`config.mk`:
```
export PLATFORM = sky130hd
export DESIGN_NAME = cmh_mode_timing
export DESIGN_NICKNAME = d
export VERILOG_FILES = /design/src/cmh_pkg.sv /design/src/cmh_tq_prescaler.sv /design/src/cmh_mode_timing.sv
export SDC_FILE = /design/constraint.sdc
export NUM_CORES = 1
export LEC_CHECK = 0
export ABC_CLOCK_PERIOD_IN_PS = 3000
export BUFFER_PORTS_ARGS = -buffer_cell sky130_fd_sc_hd__buf_2
export CELL_PAD_IN_SITES_DETAIL_PLACEMENT = 2
export CELL_PAD_IN_SITES_GLOBAL_PLACEMENT = 2
export CORE_ASPECT_RATIO = 1.25
export CORE_MARGIN = 2
export CORE_UTILIZATION = 42
export DETAILED_ROUTE_END_ITERATION = 10
export MAX_ROUTING_LAYER = met4
export PLACE_DENSITY = 0.85
export SKIP_LAST_GASP = 1
export SLEW_MARGIN = 5
export SYNTH_ARGS = -nofsm -noshare
export SYNTH_HDL_FRONTEND = slang
export SYNTH_HIERARCHICAL = 1
export SYNTH_SLANG_ARGS = --single-unit
```
`constraint.sdc`:
```
create_clock -name pclk -period 3 [get_ports pclk]
set_input_delay 0.45 -clock pclk [delete_from_list [all_inputs] [get_ports pclk]]
set_output_delay 0.45 -clock pclk [all_outputs]
set_load 0.01 [all_outputs]
```
`src/cmh_pkg.sv`:
```
//////////////////////////////////////////////////////////////////////////////
// Purpose : Shared constants for the CAN mode handshake and bit timing block
// Assumes : APB with 32-bit data, one register per aligned word
// Notes   : Register indices are word indices; byte address is index * 4
//////////////////////////////////////////////////////////////////////////////
package cmh_pkg;
  // Register word indices
  localparam logic [5:0] IDX_CTL0     = 6'h00; // Requests and wakeup enable
  localparam logic [5:0] IDX_STAT     = 6'h01; // Acknowledge flags, read only
  localparam logic [5:0] IDX_BT0      = 6'h02; // Bit timing zero
  localparam logic [5:0] IDX_BT1      = 6'h03; // Bit timing one
  localparam logic [5:0] IDX_CTL1     = 6'h04; // Control register one
  localparam logic [5:0] IDX_ACC_CTL  = 6'h05; // Acceptance control
  localparam logic [5:0] IDX_ACC_CODE = 6'h06; // First of eight code regs
  localparam logic [5:0] IDX_ACC_MASK = 6'h0E; // First of eight mask regs
  localparam logic [5:0] IDX_LAST     = 6'h15; // Highest mapped index
  localparam int         ACC_REGS     = 8;     // Code and mask regs each
  // Field positions
  localparam int CTL0_INIT_REQ  = 0;
  localparam int CTL0_SLEEP_REQ = 1;
  localparam int CTL0_WAKE_EN   = 2;
  localparam int STAT_INIT_ACK  = 0;
  localparam int STAT_SLEEP_ACK = 1;
  localparam int BT0_SJW_HI     = 7;
  localparam int BT0_SJW_LO     = 6;
  localparam int BT0_BRP_HI     = 5;
  // Reset values
  localparam logic [7:0] REG_RST  = 8'h00;
  localparam logic [2:0] CTL0_RST = 3'h0;
  // Default prescaler field width
  localparam int BRP_BITS = 6;
endpackage : cmh_pkg

```
`src/cmh_tq_prescaler.sv`:
```
//////////////////////////////////////////////////////////////////////////////
// Purpose : Time-quantum tick generator, divides pclk by prescale + 1
// Assumes : Prescale value changes only while the controller is initialising
// Notes   : One-cycle tick; code zero ticks every cycle
//////////////////////////////////////////////////////////////////////////////
`timescale 1ns/100ps
module cmh_tq_prescaler #(
  parameter int BRP_W = cmh_pkg::BRP_BITS
) (
  input  wire logic             pclk,    // Module clock
  input  wire logic             presetn, // Async reset, active low
  input  wire logic [BRP_W-1:0] baud_prescaler,     // Divide by brp + 1
  output logic                  tq_tick  // One pulse per time quantum
);
  import cmh_pkg::*;

  logic [BRP_W-1:0] cnt_q;

  // Refuse a width the counter cannot serve
  if (BRP_W < 1) begin : g_chk
    $error("cmh_tq_prescaler: BRP_W must be at least 1");
  end

  // Terminal count at brp so the period is brp + 1 cycles
  always_ff @(posedge pclk or negedge presetn) begin
    if (!presetn) begin
      cnt_q <= '0;
    end else if (cnt_q >= baud_prescaler) begin
      cnt_q <= '0;
    end else begin
      cnt_q <= cnt_q + 1'b1;
    end
  end

  // Tick comes from a flop so the consumer sees a clean pulse
  always_ff @(posedge pclk or negedge presetn) begin
    if (!presetn) begin
      tq_tick <= 1'b0;
    end else begin
      tq_tick <= (cnt_q >= baud_prescaler);
    end
  end
endmodule : cmh_tq_prescaler

```
`src/cmh_mode_timing.sv`:
```
//////////////////////////////////////////////////////////////////////////////
// Purpose : CAN mode handshake, configuration write gating, bit timing zero
// Assumes : APB slave, zero wait states; can_rx is an asynchronous pin
// Notes   : Notes on behaviour below
//////////////////////////////////////////////////////////////////////////////
// Notes on behaviour
// - Sleep ack is 1 once asleep, 0 running; asleep means req and ack.
// - While asleep, bus activity clears sleep ack if wakeup is enabled.
// - Init ack is status bit 0, 1 once in init; init means req and ack.
// - Ctl one, timing and acceptance regs take writes only in init mode.
// - Bit timing zero sits at index 2, writable whenever init is active.
// - Bits 7-6 of bit timing zero give a jump width of 1 to 4 quanta.
// - Quantum clock is module clock divided by six-bit prescaler plus 1.
//
// Added by the designer: the APB register port.
`timescale 1ns/100ps
module cmh_mode_timing #(
  parameter int BRP_W = cmh_pkg::BRP_BITS
) (
  input  wire logic             pclk,         // Module clock
  input  wire logic             presetn,      // Async reset, active low
  input  wire logic             psel,         // APB select
  input  wire logic             penable,      // APB access phase
  input  wire logic             pwrite,       // APB direction
  input  wire logic [7:0]       paddr,        // APB byte address
  input  wire logic [31:0]      pwdata,       // APB write data
  output logic      [31:0]      prdata,       // APB read data
  output logic                  pready,       // APB ready
  output logic                  pslverr,      // APB error, unmapped
  input  wire logic             can_rx,       // CAN receive pin
  output logic                  tq_tick,      // Time-quantum pulse
  output logic      [2:0]       sjw_quanta,   // Jump width in quanta
  output logic                  init_active,  // Init mode active
  output logic                  sleep_active, // Sleep mode active
  output logic                  wakeup_event  // Bus wakeup pulse
);
  import cmh_pkg::*;

  //////////////////////////////////////////////////////////////////////////
  // Declarations
  logic [2:0]       ctl0_q;
  logic             init_ack_q;
  logic             sleep_ack_q;
  logic             wake_hold_q;
  logic             rx_meta_q;
  logic             rx_sync_q;
  logic [7:0]       bt0_q;
  logic [7:0]       bt1_q;
  logic [7:0]       ctl1_q;
  logic [7:0]       acc_ctl_q;
  logic [7:0]       acc_code_q [ACC_REGS];
  logic [7:0]       acc_mask_q [ACC_REGS];
  logic [5:0]       idx;
  logic             wr_en;
  logic             cfg_wr_ok;
  logic             mapped;
  logic             bus_wake;
  logic             init_req;
  logic             sleep_req;
  logic             wake_en;
  logic [BRP_W-1:0] baud_prescaler;

  if (BRP_W < 1 || BRP_W > BT0_BRP_HI + 1) begin : g_chk
    $error("cmh_mode_timing: BRP_W must be 1 to 6");
  end

  //////////////////////////////////////////////////////////////////////////
  // Bus decode; zero wait states so pready is always high
  assign idx       = paddr[7:2];
  assign mapped    = (idx <= IDX_LAST);
  assign wr_en     = psel & penable & pwrite & mapped;
  assign pready    = 1'b1;
  assign pslverr   = psel & penable & ~mapped;
  assign init_req  = ctl0_q[CTL0_INIT_REQ];
  assign sleep_req = ctl0_q[CTL0_SLEEP_REQ];
  assign wake_en   = ctl0_q[CTL0_WAKE_EN];
  // Mode states are the AND of request and ack
  assign init_active  = init_req & init_ack_q;
  assign sleep_active = sleep_req & sleep_ack_q;
  assign cfg_wr_ok    = wr_en & init_active;

  //////////////////////////////////////////////////////////////////////////
  // Pin synchroniser; only the second stage is read
  always_ff @(posedge pclk or negedge presetn) begin
    if (!presetn) begin
      rx_meta_q <= 1'b1;
      rx_sync_q <= 1'b1;
    end else begin
      rx_meta_q <= can_rx;
      rx_sync_q <= rx_meta_q;
    end
  end

  // Dominant level while asleep counts as bus activity
  assign bus_wake = sleep_active & wake_en & ~rx_sync_q;

  //////////////////////////////////////////////////////////////////////////
  // Control zero is writable at any time
  always_ff @(posedge pclk or negedge presetn) begin
    if (!presetn) begin
      ctl0_q <= CTL0_RST;
    end else if (wr_en && idx == IDX_CTL0) begin
      ctl0_q <= pwdata[2:0];
    end
  end

  // Init ack follows the request one cycle later, after entry
  always_ff @(posedge pclk or negedge presetn) begin
    if (!presetn) begin
      init_ack_q <= 1'b0;
    end else begin
      init_ack_q <= init_req;
    end
  end

  // Wake hold keeps a woken node from dropping straight back to sleep
  // until software withdraws the request; a wake wins over the clear.
  always_ff @(posedge pclk or negedge presetn) begin
    if (!presetn) begin
      wake_hold_q <= 1'b0;
    end else if (bus_wake) begin
      wake_hold_q <= 1'b1;
    end else if (!sleep_req) begin
      wake_hold_q <= 1'b0;
    end
  end

  // Sleep ack: set after entry, cleared on wakeup or withdrawal
  always_ff @(posedge pclk or negedge presetn) begin
    if (!presetn) begin
      sleep_ack_q <= 1'b0;
    end else if (bus_wake) begin
      sleep_ack_q <= 1'b0;
    end else begin
      sleep_ack_q <= sleep_req & ~wake_hold_q;
    end
  end

  // Wakeup pulse to the protocol engine
  always_ff @(posedge pclk or negedge presetn) begin
    if (!presetn) begin
      wakeup_event <= 1'b0;
    end else begin
      wakeup_event <= bus_wake;
    end
  end

  //////////////////////////////////////////////////////////////////////////
  // Protected configuration registers; writes outside init are dropped
  always_ff @(posedge pclk or negedge presetn) begin
    if (!presetn) begin
      bt0_q     <= REG_RST;
      bt1_q     <= REG_RST;
      ctl1_q    <= REG_RST;
      acc_ctl_q <= REG_RST;
    end else if (cfg_wr_ok) begin
      case (idx)
        IDX_BT0:     bt0_q     <= pwdata[7:0];
        IDX_BT1:     bt1_q     <= pwdata[7:0];
        IDX_CTL1:    ctl1_q    <= pwdata[7:0];
        IDX_ACC_CTL: acc_ctl_q <= pwdata[7:0];
        default:     ;
      endcase
    end
  end

  // Acceptance code and mask banks, one entry per index
  for (genvar i = 0; i < ACC_REGS; i++) begin : g_acc
    always_ff @(posedge pclk or negedge presetn) begin
      if (!presetn) begin
        acc_code_q[i] <= REG_RST;
        acc_mask_q[i] <= REG_RST;
      end else if (cfg_wr_ok) begin
        if (idx == IDX_ACC_CODE + 6'(i)) begin
          acc_code_q[i] <= pwdata[7:0];
        end
        if (idx == IDX_ACC_MASK + 6'(i)) begin
          acc_mask_q[i] <= pwdata[7:0];
        end
      end
    end
  end

  //////////////////////////////////////////////////////////////////////////
  // Read mux over flop state; unmapped reads return zero
  always_comb begin
    prdata = 32'h0000_0000;
    if (idx == IDX_CTL0) begin
      prdata[2:0] = ctl0_q;
    end else if (idx == IDX_STAT) begin
      prdata[STAT_INIT_ACK]  = init_ack_q;
      prdata[STAT_SLEEP_ACK] = sleep_ack_q;
    end else if (idx == IDX_BT0) begin
      prdata[7:0] = bt0_q;
    end else if (idx == IDX_BT1) begin
      prdata[7:0] = bt1_q;
    end else if (idx == IDX_CTL1) begin
      prdata[7:0] = ctl1_q;
    end else if (idx == IDX_ACC_CTL) begin
      prdata[7:0] = acc_ctl_q;
    end else if (idx >= IDX_ACC_CODE && idx < IDX_ACC_MASK) begin
      prdata[7:0] = acc_code_q[3'(idx - IDX_ACC_CODE)];
    end else if (idx >= IDX_ACC_MASK && idx <= IDX_LAST) begin
      prdata[7:0] = acc_mask_q[3'(idx - IDX_ACC_MASK)];
    end
  end

  //////////////////////////////////////////////////////////////////////////
  // Timing outputs: jump width code plus one, prescaler from low bits
  always_ff @(posedge pclk or negedge presetn) begin
    if (!presetn) begin
      sjw_quanta <= 3'h1;
    end else begin
      sjw_quanta <= {1'b0, bt0_q[BT0_SJW_HI:BT0_SJW_LO]} + 3'h1;
    end
  end

  assign baud_prescaler = bt0_q[BRP_W-1:0];

  cmh_tq_prescaler #(.BRP_W(BRP_W)) u_presc (
    .pclk    (pclk),
    .presetn (presetn),
    .baud_prescaler     (baud_prescaler),
    .tq_tick (tq_tick)
  );

  //////////////////////////////////////////////////////////////////////////
  // Helper: cycles since last tick, valid once a full period is seen
  logic [7:0] gap_q;
  logic       gap_ok_q;
  always_ff @(posedge pclk or negedge presetn) begin
    if (!presetn) begin
      gap_q    <= 8'h00;
      gap_ok_q <= 1'b0;
    end else if (cfg_wr_ok) begin
      gap_q    <= 8'h00;
      gap_ok_q <= 1'b0;
    end else if (tq_tick) begin
      gap_q    <= 8'h00;
      gap_ok_q <= 1'b1;
    end else begin
      gap_q    <= gap_q + 8'h01;
    end
  end

  // Checks
  sleep_ack_a: assert property (
    @(posedge pclk) disable iff (!presetn)
    $rose(sleep_ack_q) |-> $past(sleep_req))
    else $error("sleep ack rose without request");
  sleep_run_a: assert property (
    @(posedge pclk) disable iff (!presetn)
    !sleep_req |=> !sleep_ack_q && !sleep_active)
    else $error("sleep ack high while running");
  wake_clear_a: assert property (
    @(posedge pclk) disable iff (!presetn)
    bus_wake |=> !sleep_ack_q && wakeup_event)
    else $error("wakeup did not clear sleep ack");
  init_stat_a: assert property (
    @(posedge pclk) disable iff (!presetn)
    psel && idx == IDX_STAT |-> prdata[0] == init_ack_q)
    else $error("init ack not in status bit 0");
  prot_write_a: assert property (
    @(posedge pclk) disable iff (!presetn)
    wr_en && !init_active && idx >= IDX_BT0
    |=> $stable(bt0_q) && $stable(bt1_q) && $stable(ctl1_q))
    else $error("protected write outside init mode");
  bt0_write_a: assert property (
    @(posedge pclk) disable iff (!presetn)
    wr_en && init_active && idx == IDX_BT0
    |=> bt0_q == $past(pwdata[7:0]))
    else $error("bit timing zero write lost");
  sjw_width_a: assert property (
    @(posedge pclk) disable iff (!presetn)
    ##1 sjw_quanta == {1'b0, $past(bt0_q[7:6])} + 3'h1)
    else $error("jump width decode wrong");
  tq_period_a: assert property (
    @(posedge pclk) disable iff (!presetn)
    tq_tick && gap_ok_q |-> gap_q == 8'(baud_prescaler))
    else $error("quantum period wrong");
  ack_drop_a: assert property (
    @(posedge pclk) disable iff (!presetn)
    $fell(init_req) |-> ##[0:1] !init_ack_q)
    else $error("init ack stuck after withdrawal");

  init_enter_c: cover property (@(posedge pclk) disable iff (!presetn)
    $rose(init_active));
  sleep_wake_c: cover property (@(posedge pclk) disable iff (!presetn)
    sleep_active ##[1:20] wakeup_event);
  bt0_set_c: cover property (@(posedge pclk) disable iff (!presetn)
    cfg_wr_ok && idx == IDX_BT0);
endmodule : cmh_mode_timing

```
==> summary.md <==
| Metric | Value |
|---|---|
| Outcome | `completed` |
| Combinational power share | `around 6.3%` |
| P_sw | `0.00124 W` |
| Clock Latency Late Sink | `roughly 440 ps` |
| Gr ovfl total | `0` |
| Worst EP required | `~2600 ps` |
| Largest net degree at the start of global routing | `100` |
| Clk pwr share | `44.4%` |
| Synthesized flop and latch total | `179` |
| Post-route setup TNS | `0 ps` |
| All-Layer GR Usage | `25.4%` |
| Setup crit start | `paddr[4]` |
| Antenna cells | `0` |
| Final setup fails | `0` |
| Core area | `20700 um^2` |
| Vias in the first global route | `between 6000 and 7000` |
| Clock-pin slew on the worst setup and hold paths | `70 ps` |
| Crit path time final | `2850 ps` |
| Final period util | `a little over nine tenths` |
| Asr flop ratio synth | `100%` |
| DIE HEIGHT | `166 um` |
| Avg Vias per Cell | `5.75` |
| CP Launch Type | `primary input` |
| Peak supply drop | `0.395 mV` |
| Crit-path max FO | `9` |
| DRC | `0` |
| Reg power frac | `49.3%` |
| H-tree depth | `4` |
| # clock sinks | `179` |
| HP Class | `primary input to async pin` |
| CTS tree | `done` |
| Max Cap Viol | `0` |
| RSZ-0062 raised after global routing | `false` |
| Slew Limit Fails | `0` |
| Leading cell type in the layout, fill and taps excluded | `dfrtp_1` |
| P per Cell Area | `roughly 500 nW/um^2` |
| Setup Crit Path Kind | `primary input to output pin` |
| Final-report hold violation count | `0` |
| Wirelength per Cell | `27.3 um` |
| Worst r2r dst | `acc_code_q[29]` |
| Root Driver | `clkbuf_16` |
| Max_slew headroom | `35.7%` |
| HPWL after DPL | `17700 um` |
| Initial antenna violation count | `0` |
| Top_reg_cell synth | `dfrtp_1` |
| Avg Inst Size Synth | `14.3 um^2` |
| Post-CTS sizing | `0` |
| P_leak | `4.92 nW` |
| CTS buffer count | `17` |
| Antenna Violating Nets Remaining | `0` |
| Worst-margin pin slew | `about 960 ps` |
| Initial DRC Count | `around 250` |
| Mapped cell area | `8860 um^2` |
| Number of port buffers | `35` |
| Filler instances | `1944` |
| Full die area | `roughly 22000 um^2` |
| Final Power | `0.00492 W` |
| Nets@finish | `711` |
| Clk buf depth | `2` |
| Initial core utilization | `between 40% and 50%` |
| Worst Clk Skew | `6.01 ps` |
| Number of synthesized flops with an enable pin | `0` |
| Internal power | `0.00368 W` |
| Area delta synth->final | `11.7%` |
| I/O pin count | `87` |
| Post-synthesis sequential area ratio | `50.6%` |
| Synth unique cells | `67` |
| GPL Wtd Cong | `0.785` |
| Hold_buf cts | `0` |
| FF-to-FF setup slack | `680 ps` |
| Worst Setup End Kind | `output pin` |
| Fmax | `between 300 and 400 MHz` |
| Setup Buffers After CTS | `0` |
| Via Count | `5424` |
| Drt pass-1 iters | `4` |
| Sw Share | `between 20 and 30%` |
| Detailed Route WL | `25800 um` |
| CP arrival | `2400 ps` |
| Worst Reg-to-Reg Cells | `4` |
| Share of cells above drive strength 1 | `47.7%` |
| Rows | `between 50 and 60` |
| Most frequent cells in the layout | `176 x dfrtp_1, 156 x mux2_2, 34 x buf_2` |
| First-pass GRT wire length | `40500 um` |
| Yosys Warn Count | `6` |
| Chip Width | `134 um` |
| Syn Inst Count | `619` |
| Reg-to-Reg Start | `init_ack_q` |
## synthesized netlist by cell type (8+ instances only)
master    instances  area, um^2
buf_4            30         225
clkbuf_1         20        75.1
mux2i_1          24         240
buf_2             9        45.0
dfrtp_1         176        4400
nand2_1          11        41.3
o21ai_0          10        50.1
mux2_2          156        1760
mux4_2           31         698
ha_1              9         113
inv_1            10        37.5
mux2_4            8         120
nor2_1            9        33.8
## cell families (layout without fill, tap and decap cells)
logic type / Yosys count / after routing / synth area share, %
multiplexers: 220 / 220 / 31.9
flip-flops: 179 / 179 / 50.6
AND/OR/NAND/NOR: 78 / 78 / 6.75
buffers and inverters: 76 / 103 / 4.87
AO/OA/AOI/OAI: 51 / 51 / 4.15
adder cells (fa/ha/maj): 9 / 9 / 1.27
XOR/XNOR: 4 / 4 / 0.395
other: 2 / 25 / 0.0847
## critical path, stage by stage
cell     delay (ps)
buf_2           180
ha_1            470
buf_4           210
mux4_2          310
mux2i_1         260
o32a_1          230
o21ai_0         120
buf_2           160
## per-stage QoR
stage / utilization (%) / worst slack, ps / cell area, um^2 / hold WS [ps] / cells
floorplan: - / 369 / 8950 / 154 / 642
global placement: 45.0 / 225 / 9330 / 350 / 911
detailed placement: 45.0 / 124 / 9330 / 351 / 911
CTS: 47.7 / 137 / 9900 / 107 / 943
global route: 47.7 / 47.8 / 9900 / 106 / 943
finish: 47.7 / 146 / 9900 / 106 / 943
## per-layer routing
metal	up-vias	share of wire, %	track usage (%)
met3	51	2.7	3.63
met5	-	0	-
met1	2953	38	27.8
met4	0	2.7	9.34
li1	2295	-	-
met2	125	57	46.4
## power by group through the flow
| stage | combinational, W | clock (W) | sequential, W |
|---|---|---|---|
| 2_1_floorplan | 0.000185 | 0 | 0.00247 |
| 3_3_place_gp | 0.000292 | 0 | 0.00247 |
| 3_5_place_dp | 0.000309 | 0 | 0.00247 |
| 4_1_cts | 0.000312 | 0.00222 | 0.00242 |
| 5_1_grt | 0.000334 | 0.00230 | 0.00242 |
| 6_report | 0.000309 | 0.00219 | 0.00242 |
## area by class of cell
type,count,area (um^2),area share (%)
Clock buffer,18,439,4.44
Clock inverter,14,128,1.29
Inverter,11,41.3,0.417
Multi-Input combinational cell,387,4030,40.7
Sequential cell,179,4480,45.3
Tap cell,274,343,3.46
Timing Repair Buffer,60,432,4.36
## state kept, by name (all words and copies together) (netlist names)
register         flops
rx_sync_q            1
init_ack_q           1
u_presc/tq_tick      1
acc_mask_q          64
sjw_quanta           3
acc_code_q          64
u_presc/cnt_q        6
acc_ctl_q            8
ctl0_q               3
rx_meta_q            1
wakeup_event         1
sleep_ack_q          1
wake_hold_q          1
bt0_q                8
bt1_q                8
ctl1_q               8
## worst max-delay path by stage
stage,to,slack [ps],cells past startpoint
6_report,prdata[7],150,8
4_1_cts,prdata[7],140,8
5_1_grt,prdata[3],50,8
3_5_place_dp,prdata[2],120,7
3_3_place_gp,prdata[2],220,7
2_1_floorplan,prdata[4],370,7
No activity file was read; power rests on OpenSTA's default activity.
